### config.mk
export PLATFORM = sky130hd
export DESIGN_NAME = rtc_pin_trim
export DESIGN_NICKNAME = d
export VERILOG_FILES = /design/src/rtc_pin_trim.v /design/src/trim_reg_byte.v
export VERILOG_INCLUDE_DIRS = /design/src /design/src/src
export SDC_FILE = /design/constraint.sdc
export NUM_CORES = 1
export LEC_CHECK = 0
export ABC_CLOCK_PERIOD_IN_PS = 5600
export BUFFER_PORTS_ARGS = -buffer_cell sky130_fd_sc_hd__buf_2
export CAP_MARGIN = 20
export CORE_AREA = 2 2 105 107
export DETAILED_ROUTE_END_ITERATION = 16
export DIE_AREA = 0 0 107 109
export MAX_ROUTING_LAYER = met4
export PLACE_DENSITY = 0.49
export SYNTH_ARGS = -nofsm -noshare
export SYNTH_HDL_FRONTEND = slang
export SYNTH_SLANG_ARGS = --single-unit
### constraint.sdc
create_clock -name CLK -period 5.6 [get_ports CLK]
set_input_delay 1.68 -clock CLK [delete_from_list [all_inputs] [get_ports CLK]]
set_output_delay 1.68 -clock CLK [all_outputs]
set_load 0.05 [all_outputs]
### src/rtc_trim_defines.vh
`ifndef RTC_TRIM_DEFINES_VH
`define RTC_TRIM_DEFINES_VH
// Register offsets on the byte-wide register port
`define CLOCK_CONTROL_ADDR 8'h07
`define OSCILLATOR_TRIM_ADDR 8'h08
`define ALARM0_WKDAY_ADDR 8'h0D
`define ALARM1_WKDAY_ADDR 8'h14
// Clock control fields
`define CTL_GP_LEVEL 7
`define CTL_SQW_EN 6
`define CTL_ALM1_EN 5
`define CTL_ALM0_EN 4
`define CTL_EXT_CLK 3
`define CTL_COARSE 2
`define CTL_RESET 8'h80
// Trim fields
`define TRIM_SIGN 7
`define TRIM_RESET 8'h00
// Alarm weekday fields
`define WKDAY_POL 7
`define WKDAY_FLAG 3
`define WKDAY_RESET 8'h00
// Prescaler: 32768 ticks per second, 256 per 1/128 s
`define PRESCALE_LAST 15'h7FFF
`define COARSE_SLOT_BIT 8
`define SECONDS_PER_MIN 6'h3B
`endif

### src/rtc_pin_trim.v
`timescale 1ns/1ps
`include "rtc_trim_defines.vh"
module rtc_pin_trim (
	input wire CLK,
	input wire RST,
	input wire [7:0] ADDR,
	input wire [7:0] WDATA,
	input wire WE,
	input wire ALARM0_MATCH,
	input wire ALARM1_MATCH,
	input wire BACKUP_POWER,
	output reg [7:0] RDATA,
	output reg MULTI_FUNCTION_PIN,
	output reg MULTI_FUNCTION_PIN_OE,
	output reg SECOND_TICK,
	output reg MINUTE_TICK
);
	// ----------------------------------------
	// Input synchronisers
	// ----------------------------------------
	reg [2:0] sync1_q;
	reg [2:0] sync2_q;
	always @(posedge CLK or posedge RST) begin
		if (RST) begin
			sync1_q <= 3'h0;
			sync2_q <= 3'h0;
		end else begin
			sync1_q <= {BACKUP_POWER, ALARM1_MATCH, ALARM0_MATCH};
			sync2_q <= sync1_q;
		end
	end
	wire backup = sync2_q[2];

	// ----------------------------------------
	// Registers
	// ----------------------------------------
	wire [7:0] ctl;
	wire [7:0] trim;
	wire ctl_we = WE && !backup && ADDR == `CLOCK_CONTROL_ADDR;
	wire trim_we = WE && !backup && ADDR == `OSCILLATOR_TRIM_ADDR;
	trim_reg_byte #(.INIT(`CTL_RESET)) u_ctl (
		.clk(CLK),
		.rst(RST),
		.we(ctl_we),
		.wdata(WDATA),
		.q(ctl)
	);
	trim_reg_byte #(.INIT(`TRIM_RESET)) u_trim (
		.clk(CLK),
		.rst(RST),
		.we(trim_we),
		.wdata(WDATA),
		.q(trim)
	);
	// Alarm weekday bytes: polarity shared, flags set by match
	reg pol_q;
	reg [1:0] flag_q;
	reg [5:0] wk0_q;
	reg [5:0] wk1_q;
	wire w0 = WE && !backup && ADDR == `ALARM0_WKDAY_ADDR;
	wire w1 = WE && !backup && ADDR == `ALARM1_WKDAY_ADDR;
	// Match sets win over a software clear in the same cycle
	always @(posedge CLK or posedge RST) begin
		if (RST) begin
			pol_q <= 1'b0;
			flag_q <= 2'h0;
			wk0_q <= 6'h00;
			wk1_q <= 6'h00;
		end else begin
			if (w0 || w1) begin
				pol_q <= WDATA[`WKDAY_POL];
			end
			if (w0) begin
				wk0_q <= {WDATA[6:4], WDATA[2:0]};
			end
			if (w1) begin
				wk1_q <= {WDATA[6:4], WDATA[2:0]};
			end
			flag_q[0] <= sync2_q[0] | (w0 ? WDATA[`WKDAY_FLAG] : flag_q[0]);
			flag_q[1] <= sync2_q[1] | (w1 ? WDATA[`WKDAY_FLAG] : flag_q[1]);
		end
	end

	// ----------------------------------------
	// Read mux
	// ----------------------------------------
	reg [7:0] rd_d;
	always @* begin
		case (ADDR)
			`CLOCK_CONTROL_ADDR: rd_d = ctl;
			`OSCILLATOR_TRIM_ADDR: rd_d = trim;
			`ALARM0_WKDAY_ADDR: rd_d = {pol_q, wk0_q[5:3], flag_q[0], wk0_q[2:0]};
			`ALARM1_WKDAY_ADDR: rd_d = {pol_q, wk1_q[5:3], flag_q[1], wk1_q[2:0]};
			default: rd_d = 8'h00;
		endcase
	end

	// ----------------------------------------
	// Trimmed prescaler
	// ----------------------------------------
	// Phase 0 idles, then the trim event adds or removes ticks
	localparam [2:0] PH_RUN = 3'b001;
	localparam [2:0] PH_ADD = 3'b010;
	localparam [2:0] PH_SUB = 3'b100;
	reg [2:0] state_q;
	reg [14:0] pre_q;
	reg [5:0] sec_q;
	reg [7:0] left_q;
	wire coarse = ctl[`CTL_COARSE];
	wire [7:0] cycles = {trim[6:0], 1'b0};
	wire last_sec = sec_q == `SECONDS_PER_MIN;
	// Add phase steps two ticks a cycle, sub phase holds the count
	wire [15:0] pre_step = state_q == PH_SUB ? 16'h0000 : (state_q == PH_ADD ? 16'h0002 : 16'h0001);
	wire [15:0] pre_next = {1'b0, pre_q} + pre_step;
	// Carry out, so a two-tick step cannot skip the second boundary
	wire wrap = pre_next[15];
	wire slot_edge = pre_next[`COARSE_SLOT_BIT] != pre_q[`COARSE_SLOT_BIT];
	// Boundary: minute rollover or each 1/128 s slot entered
	wire boundary = coarse ? slot_edge : (wrap && last_sec);
	wire start = boundary && trim[6:0] != 7'h00;
	// Runs regardless of supply, so trim holds on backup
	always @(posedge CLK or posedge RST) begin
		if (RST) begin
			state_q <= PH_RUN;
			pre_q <= 15'h0000;
			sec_q <= 6'h00;
			left_q <= 8'h00;
			SECOND_TICK <= 1'b0;
			MINUTE_TICK <= 1'b0;
		end else begin
			SECOND_TICK <= wrap;
			MINUTE_TICK <= wrap && last_sec;
			pre_q <= pre_next[14:0];
			if (wrap) begin
				sec_q <= last_sec ? 6'h00 : sec_q + 6'h01;
			end
			// A slot entered while still adding restarts the count: strong coarse trims saturate
			if (start) begin
				left_q <= cycles;
				state_q <= trim[`TRIM_SIGN] ? PH_ADD : PH_SUB;
			end else begin
				case (state_q)
					PH_RUN: state_q <= PH_RUN;
					PH_ADD, PH_SUB: begin
						left_q <= left_q - 8'h01;
						if (left_q == 8'h01) begin
							state_q <= PH_RUN;
						end
					end
					default: state_q <= PH_RUN;
				endcase
			end
		end
	end

	// ----------------------------------------
	// Pin function select
	// ----------------------------------------
	reg sqw_bit;
	reg pin_d;
	reg oe_d;
	wire alm_pin = ctl[`CTL_ALM0_EN] && ctl[`CTL_ALM1_EN]
		? (pol_q ? (flag_q[0] | flag_q[1]) : ~(flag_q[0] & flag_q[1]))
		: (pol_q ? (ctl[`CTL_ALM0_EN] ? flag_q[0] : flag_q[1])
			: ~(ctl[`CTL_ALM0_EN] ? flag_q[0] : flag_q[1]));
	always @* begin
		case (ctl[1:0])
			2'b00: sqw_bit = pre_q[14];
			2'b01: sqw_bit = pre_q[2];
			2'b10: sqw_bit = pre_q[1];
			default: sqw_bit = pre_q[0];
		endcase
		if (ctl[`CTL_SQW_EN]) begin
			// Square wave owns the pin; dropped on backup
			pin_d = coarse ? pre_q[`COARSE_SLOT_BIT] : sqw_bit;
			oe_d = !backup;
		end else if (ctl[`CTL_ALM0_EN] || ctl[`CTL_ALM1_EN]) begin
			pin_d = alm_pin;
			oe_d = 1'b1;
		end else begin
			pin_d = ctl[`CTL_GP_LEVEL];
			oe_d = !backup;
		end
	end
	// Registered outputs; one cycle after the deciding bits
	always @(posedge CLK or posedge RST) begin
		if (RST) begin
			RDATA <= 8'h00;
			MULTI_FUNCTION_PIN <= 1'b1;
			MULTI_FUNCTION_PIN_OE <= 1'b0;
		end else begin
			RDATA <= rd_d;
			MULTI_FUNCTION_PIN <= pin_d;
			MULTI_FUNCTION_PIN_OE <= oe_d;
		end
	end
endmodule

### src/trim_reg_byte.v
`timescale 1ns/1ps
// One byte of register storage with reset value
module trim_reg_byte #(
	parameter [7:0] INIT = 8'h00
) (
	input wire clk,
	input wire rst,
	input wire we,
	input wire [7:0] wdata,
	output reg [7:0] q
);
	// Write updates, reset restores
	always @(posedge clk or posedge rst) begin
		if (rst) begin
			q <= INIT;
		end else if (we) begin
			q <= wdata;
		end
	end
endmodule

# Word-level counts from Yosys, hierarchy flattened
# Cells that the tools add are included.
# op_classes
n_mux,23
add_sub_neg,3
shift,0
magnitude_cmp,0
eq_ne,12
div,0
reduce_logical,15
bitwise_logic,6
n_mul,0
# op_table
cell,n
$pmux 8 s4,1
$add 15x2->16,1
$eq 8x4->1 const B,2
$mux 8,2
$mux 1,12
$mux 3,4
$eq 8x1->1 const B,1
$eq 8x3->1 const B,1
$eq 8x5->1 const B,1
$logic_and 1x1->1,8
$sub 8x1->8 const B,1
$reduce_bool 7->1,1
$add 6x1->6 const B,1
$eq 6x6->1 const B,1
$mux 6,1
$mux 2,2
$eq 3x2->1 const B,1
$eq 3x3->1 const B,1
$ne 3x3->1 const B,1
$or 1x1->1,3
$pmux 1 s3,1
$eq 2x1->1 const B,1
$eq 2x2->1 const B,1
$logic_not 2->1,1
7 further kinds,9
# totals
romBits,0
word_cells,76
latchBits,0
ram_bits,0
input_bits,22
reg_bits,81
mem_count,0

# Longest topological paths before layout
# Gate-level depths: netlist of run 1.
# logic_depth
depth_word,8
ltp_mapped,10
ltp_nobuf,9

# Hierarchy
# A second synthesis of run 1 with hierarchy kept.
# hier_totals
hier_cells,292
hier_area_um2,3727.3
# by_module_without_submodules
mod,instances,cells_per_inst,area_per_inst_um2,seq_area_each_um2
rtc_pin_trim,1,256,3055.4,1629.1
trim_reg_byte (u_ctl),1,18,336.6,201.4
trim_reg_byte (u_trim),1,18,335.3,200.2

# Worst setup path after synthesis of run 1
# Ideal clock, no wire load.
# synth_timing
kind,input -> register
from,in ADDR[5]
to,reg u_trim.q[0]
setup_ns,0.125
path_slack_ns,2.155
required_time_ns,5.475
path_stages,5
arrival_time_ns,3.320
cell_sequence,or3_1 > or3_4 > or4_4 > buf_6 > mux2_4
# synth_via
elab_chain_cells,2
# synth_rtl
element,line,text
from (decl),rtc_pin_trim.v:6,"input wire [7:0] ADDR,"
$eq 8x4->1,-,
$logic_and 1x1->1 (no source line),-,
to (signal assigned),trim_reg_byte.v:17,q <= wdata;
to (decl),trim_reg_byte.v:10,output reg [7:0] q
# Every way passes these cells.
# A chain may end at the register's enable or synchronous reset.

# Final worst setup path of run 1
# layout_timing
from,in ADDR[5]
to,reg wk0_q[2]
# layout_via
elab_chain_cells,2
# layout_rtl
element,line,text
$eq 8x4->1,-,
$logic_and 1x1->1 (no source line),-,
to (signal assigned),rtc_pin_trim.v:74,"wk0_q <= {WDATA[6:4], WDATA[2:0]};"
to (decl),rtc_pin_trim.v:58,reg [5:0] wk0_q;
# Every way passes these cells.

==> results.md, run 1 <==
* Status: finished, final reports clean
* Dpl hpwl at 5.34 mm
* Fill cells at between 1,000 and 1,500
* # nets final at 365
* Clk root buf: clkbuf_8
* Synth area leader: dfrtp_1
* FP Rows at 38
* Die area at 11,700 um^2
* Global-route wire length before repair at 12.6 mm
* Most used cell, CP: or3_1
* DR DRC count at 0
* H-Tree Depth at 3
* Final setup viols at 0
* RSZ-0062 raised after global routing: no
* Synth top cells by count: dfrtp_1, mux2_2, nand2_1, nor2_1, xnor2_1
* Worst slew pin tran at ~0.8 ns
* Area of the multi-input gates at about 1500 um^2
* Setup TNS at 0 ns
* Max Fclk at about 280 MHz
* Critical path's slowest cell: nor3_2
* Worst path buffer plus inverter count at 1
* Cells after synthesis at a little under 300
* Reg2Reg Depth at 10
* Mapped cell area at approximately 3600 um^2
* Place WS at around 1.7 ns
* Synth-to-layout area growth at 14.2%
* RR Startpoint: state_q[2]
* Synth Flop Type: dfrtp_1
* Final WS setup at 2.08 ns
* Final ANT Viol Nets at 0
* Die Wd at 107 um
* ANT cells at 0
* CTS max path bufs at 2
* Worst Path Max Fanout at 11
* Crit end category: flip-flop
* FF-to-FF End: left_q[3]
* Vias per inst at 5.01
* Initial core utilization at 34.3%
* VDD IR max at 108 uV
* Critical path class: in2reg
* Layout cell share with drive strength beyond 1 at 28.7%
* Register-to-register setup slack at around 2.5 ns
* Synth warn at 0
* Max-cap violations at 0
* Min-delay src: sync1_q[1]
* Vias at 2,413
* Total clock sinks at 81
* Post-synthesis sequential area ratio at a little under three fifths
* Slew Limit Fails at 0
* Hold path depth at 0
* Avg Cell Area, Syn at 12.3 um^2
* Leakage at roughly 2 nW
* Top post-synthesis cells by area: dfrtp_1, mux2_2, xnor2_1
* # hold bufs at CTS at 0
* Final WL at 7.57 mm
* Placed cells at 465
* Minimum clock period at about 3.5 ns
* Final Instance Count excl. Fillers at 482
* PortBufs at 33
* Chip Height at 109 um
* Post-synthesis async set-or-reset flop share at 100%
* WL/cell at roughly 16 um
* Syn_nets at between 300 and 400
* GRT Resource Usage Total at 14.9%
* Top cell type's share of synthesized area at between 50% and 60%
* Clk Latency, worst-skew pair at 0.35 ns
* Total I/O pin count at 34
* Post-CTS setup repair buffer count at 0
* TritonCTS Buffers at 9
* Flop and latch count out of synthesis at 81
* Remaining global-route overflow at 0
* DRT Pass-1 Iters at 4
* Fin crit share at 62.9%
* Crit path required time at between 5 and 6 ns
* Crit path cell chain: buf_2, or3_1, or3_1, nor3_2, mux2_2
* Max incr delay on CP at 0.62 ns
* Most frequent cell after synthesis: dfrtp_1
* Largest net degree at the start of global routing at 46
* CP delay by family, top: simple AND/OR/NAND/NOR gates
* Initial antenna violation count at 0
* Initial DRC count at ~130
* Reg area at 2030 um^2
* Hold endpoint: sync2_q[1]
* Post-CTS Resized at 0
* EDFF count, synth at 0
* Unique masters post-synth at 44
* Core ar. at approximately 11,000 um^2
* Startpoint Class: input port
* Max-slew headroom at a little under half
* Worst Hold Class: reg2reg
* Vias in the first global route at 2,456
* Final GP Congestion at 0.755
* Clock skew at 0.0101 ns
* CTS tree: done
* CTS clk-pin slew, worst paths at 0.08 ns
* WP data arrival at 3.76 ns
* Power Density at around 260 nW/um^2
* Final Hold Viols at 0
-- state kept, by name (all words and copies together) (netlist names) --
register               count
MULTI_FUNCTION_PIN         1
u_trim.q                   8
sec_q                      6
RDATA                      8
left_q                     8
pol_q                      1
wk0_q                      6
sync1_q                    3
MINUTE_TICK                1
pre_q                     15
SECOND_TICK                1
wk1_q                      6
MULTI_FUNCTION_PIN_OE      1
state_q                    3
sync2_q                    3
u_ctl.q                    8
flag_q                     2
-- worst register-to-register path: stages (launching register included) --
cell and delay [ns]:
dfrtp_1 0.41, xnor2_1 0.15, nor2_1 0.37, inv_1 0.15
ha_1 0.24, fa_1 0.45, and4_1 0.30, and3_1 0.19
a31oi_1 0.13, buf_4 0.22, mux2_2 0.35
-- placed cells by master (no fill, tap or decap), drive strengths merged, types with 5 or more instances in the layout --
cell type	synthesis	layout
nor2b	6	6
clkinv	0	6
xnor2	16	16
inv	8	7
nand2	23	23
o21ai	13	13
nor2	16	16
ha	5	5
nand4	6	6
nor3	10	10
buf	3	35
mux2	36	36
clkbuf	3	11
nand3	7	7
or3	5	5
xor2	7	7
a22oi	13	13
dfrtp	78	78
-- cell families after synthesis --
family / after synthesis / synth area share, %
AOI/OAI and AO/OA: 41 / 7.53
xor gates and xnor gates: 23 / 5.54
adders and majority gates: 6 / 2.27
buffers and inverters: 14 / 1.72
DFF: 81 / 55.8
muxes: 40 / 13.4
and+or+nand+nor: 91 / 13.7
-- through the flow --
stage               power (mW)  utilization (%)  instance area [um^2]  hold WS, ns
global route              1.11             39.2                  4150        0.360
finish                    1.06             39.2                  4150        0.355
global placement         0.661             37.4                  3960        0.334
CTS                       1.08             39.1                  4150        0.356
floorplan                0.638                -                  3640        0.331
detailed placement       0.661             37.4                  3960        0.338
-- worst max-delay path by stage --
stage | start | endpoint | depth (start not counted)
CTS | ADDR[5] | wk0_q[4] | 5
global route | ADDR[5] | flag_q[0] | 6
finish | ADDR[5] | wk0_q[2] | 5
floorplan | RST | MINUTE_TICK | 1
global placement | ADDR[5] | wk0_q[4] | 5
detailed placement | ADDR[5] | wk0_q[4] | 5
-- power breakdown --
group	internal [mW]	leakage [nW]	switching, mW
sequential	0.594	1.07	0.00705
combinational	0.0168	0.794	0.0297
clock	0.204	0.0998	0.210
total	0.815	1.97	0.246
-- routing by layer --
layer	vias to the layer above	global-route usage, %	part of all wire [%]
met5	-	-	0
met4	0	7.61	2.9
met3	18	2.27	2.9
met2	51	22.6	46
met1	1199	19.6	48
li1	1145	-	-
-- cell type report --
type / count / share of cell area, %
clock buffers: 10 / 3.07
well taps: 140 / 4.22
repair buffers: 36 / 4.46
inverters: 8 / 0.753
flip-flops and latches: 81 / 48.9
multi-input cells: 201 / 37.2
clock inverters: 6 / 1.42
No activity file was read; power rests on OpenSTA's default activity.
==> run 2, diff against run 1 <==
- ABC_AREA: default -> 1
- ABC_CLOCK_PERIOD_IN_PS: 5600 -> 3400
- CORE_AREA: 2 2 105 107 -> 2 2 108 110
- DIE_AREA: 0 0 107 109 -> 0 0 110 112
- clock period: 5.6 -> 3.4 ns (I/O delays scaled with it)
==> run 2 against run 1 <==
Compared with the run above: cell count grew 28%; clock power grew 140%; power grew 97%; highest routed layer unchanged.
==> results.md, run 2 <==
* Chip Height at 112 um
* DR DRC count at 0
* FP Rows at 39
* WP data arrival at 2.78 ns
* CTS max path bufs at 2
* Total clock sinks at 81
* Largest net degree at the start of global routing at 38
* Synth area leader: dfrtp_1
* Crit end category: flip-flop
* VDD IR max at slightly below 200 uV
* Initial antenna violation count at 0
* Worst Path Max Fanout at 17
* Top cell type's share of synthesized area at 51.4%
* Pwr Total at approximately 2.1 mW
* Startpoint Class: flip-flop
* Vias at 2,855
* RR Startpoint: state_q[2]
* Most frequent cells in the layout: nand2_1, dfrtp_1, inv_1, o21ai_0, buf_2
* Top post-synthesis cells by area: dfrtp_1, nand2_1, inv_1
* Worst Setup SP: state_q[2]
* Synth Flop Type: dfrtp_1
* Final ANT Viol Nets at 0
* Initial DRC count at roughly 160
* WL/cell at 13.4 um
* Layout cell share with drive strength beyond 1 at 17.6%
* Area of the multi-input gates at 1490 um^2
* Core ar. at 11,200 um^2
* Critical path destination: left_q[5]
* Power Density at 472 nW/um^2
* Global-route wire length before repair at 14.0 mm
* GRT Resource Usage Total at 15.4%
* Fill cells at 1,155
* Crit path cell chain: inv_1, nand2_1, a21oi_2, inv_1, ha_1, fa_1, nand2_1, nor2_4, nand4_2, a21oi_4, nand2_4, nand2_1, o21ai_1, inv_1
* Most common cell after layout, fill and taps aside: nand2_1
* Final Hold Viols at 0
* Clock skew at approximately 0.0085 ns
* Slew Limit Fails at 0
* FF-to-FF End: left_q[5]
* TritonCTS Buffers at 9
* Flop and latch count out of synthesis at 81
* Max-slew headroom at between 50% and 60%
* Initial core utilization at roughly 34%
* Mapped cell area at 3800 um^2
* Post-synthesis async set-or-reset flop share at 100%
* Synth-to-layout area growth at 16.7%
* Max Fclk at 392 MHz
* Most frequent cell after synthesis: nand2_1
* Dpl hpwl at between 6 and 7 mm
* Crit path required time at 3.63 ns
* Reg2Reg Depth at 14
* CTS clk-pin slew, worst paths at 0.06 ns
* H-Tree Depth at 3
* Final WL at 8.23 mm
* Clk root buf: clkbuf_16
* PortBufs at 33
* Avg Cell Area, Syn at ~9.0 um^2
* CTS tree: done
* Remaining global-route overflow at 0
* Largest Register: pre_q
* DRT Pass-1 Iters at 4
* # nets final at 495
* Max-cap violations at 0
* Die Wd at 110 um
* Leakage at 2.18 nW
* Register-to-register setup slack at 0.85 ns
* Clk Latency, worst-skew pair at about 0.34 ns
* EDFF count, synth at 0
* Die area at 12,300 um^2
* Post-CTS setup repair buffer count at 0
* Unique masters post-synth at 40
* Minimum clock period at about 2.6 ns
* Critical path's slowest cell: fa_1
* Vias in the first global route at around 2,900
* Final GP Congestion at 0.827
* Number of flip-flops in the largest register at 15
* Critical path class: reg2reg
* Post-CTS Resized at 0
* RSZ-0062 raised after global routing: no
* # hold bufs at CTS at 0
* Total I/O pin count at 34
* ANT cells at 0
* Final setup viols at 0
* Setup TNS at 0 ns
* Vias per inst at roughly 4.6
* Max incr delay on CP at about 0.40 ns
* Fin crit share at ~75%
* Cells after synthesis at 424
* Synth warn at 0
* Reg area at 2030 um^2
* Synth top cells by count: nand2_1, dfrtp_1, inv_1, o21ai_0, nand3_1
* Worst Hold Class: reg2reg
* Post-synthesis sequential area ratio at 53.5%
* Worst slew pin tran at 0.683 ns
* Syn_nets at about 450
* Status: finished, final reports clean
[run 2: logic make-up (layout without fill, tap and decap cells)]
| logic type | count (synthesis) | in the layout | synth area share (%) |
|---|---|---|---|
| AOI/OAI and AO/OA | 70 | 70 | 10.5 |
| xor gates and xnor gates | 18 | 18 | 4.15 |
| adders and majority gates | 6 | 6 | 2.17 |
| buffers and inverters | 71 | 119 | 7.44 |
| DFF | 81 | 81 | 53.5 |
| and+or+nand+nor | 178 | 178 | 22.2 |
[run 2: power by group]
part           internal (mW)  leakage (nW)  switching [mW]
combinational         0.0368         0.996          0.0786
sequential             0.989          1.04          0.0172
clock                  0.586         0.142           0.387
[run 2: critical path, delay by kind of cell, from the launching register on]
family	cells	cell delay, ns
adder cells (fa/ha/maj)	2	0.64
AND/OR/NAND/NOR	6	0.61
AO/OA/AOI/OAI	3	0.52
flip-flops	1	0.39
buffers and inverters	3	0.28
[run 2: metrics by stage]
step                worst slack [ns]  util (%)  area, um^2  instances  hold WS (ns)
finish                         0.849      39.7        4430        615         0.348
detailed placement             0.841      37.0        4140        599         0.335
global placement               0.902      37.0        4140        599         0.333
CTS                            0.841      39.7        4430        615         0.349
floorplan                      0.305         -        3800        424         0.331
global route                   0.596      39.7        4430        615         0.359
[run 2: area by class of cell]
type | count | area share [%]
sequential | 81 | 45.8
multi-input combinational | 272 | 33.5
inverter | 67 | 5.70
clock buffer | 11 | 5.48
timing repair buffer | 36 | 4.23
tap | 143 | 4.04
clock inverter | 5 | 1.24
[run 2: per-layer routing]
metal	GRT usage, %	wire length [um]	vias up	part of all wire [%]
met4	5.82	116	0	1.4
met2	23.0	3870	41	47
met1	20.7	3980	1354	48
met3	2.99	263	7	3.2
li1	-	-	1453	-
met5	-	0	-	0
[run 2: how the worst min path moves through the flow]
| stage | from | to | slack (ns) | depth (start not counted) |
|---|---|---|---|---|
| after global routing | sync1_q[2] | sync2_q[2] | 0.36 | 0 |
| after floorplan | sync1_q[0] | sync2_q[0] | 0.33 | 0 |
| after detailed placement | sync1_q[1] | sync2_q[1] | 0.33 | 0 |
| final | sync1_q[1] | sync2_q[1] | 0.35 | 0 |
| after CTS | sync1_q[1] | sync2_q[1] | 0.35 | 0 |
| after global placement | sync1_q[1] | sync2_q[1] | 0.33 | 0 |
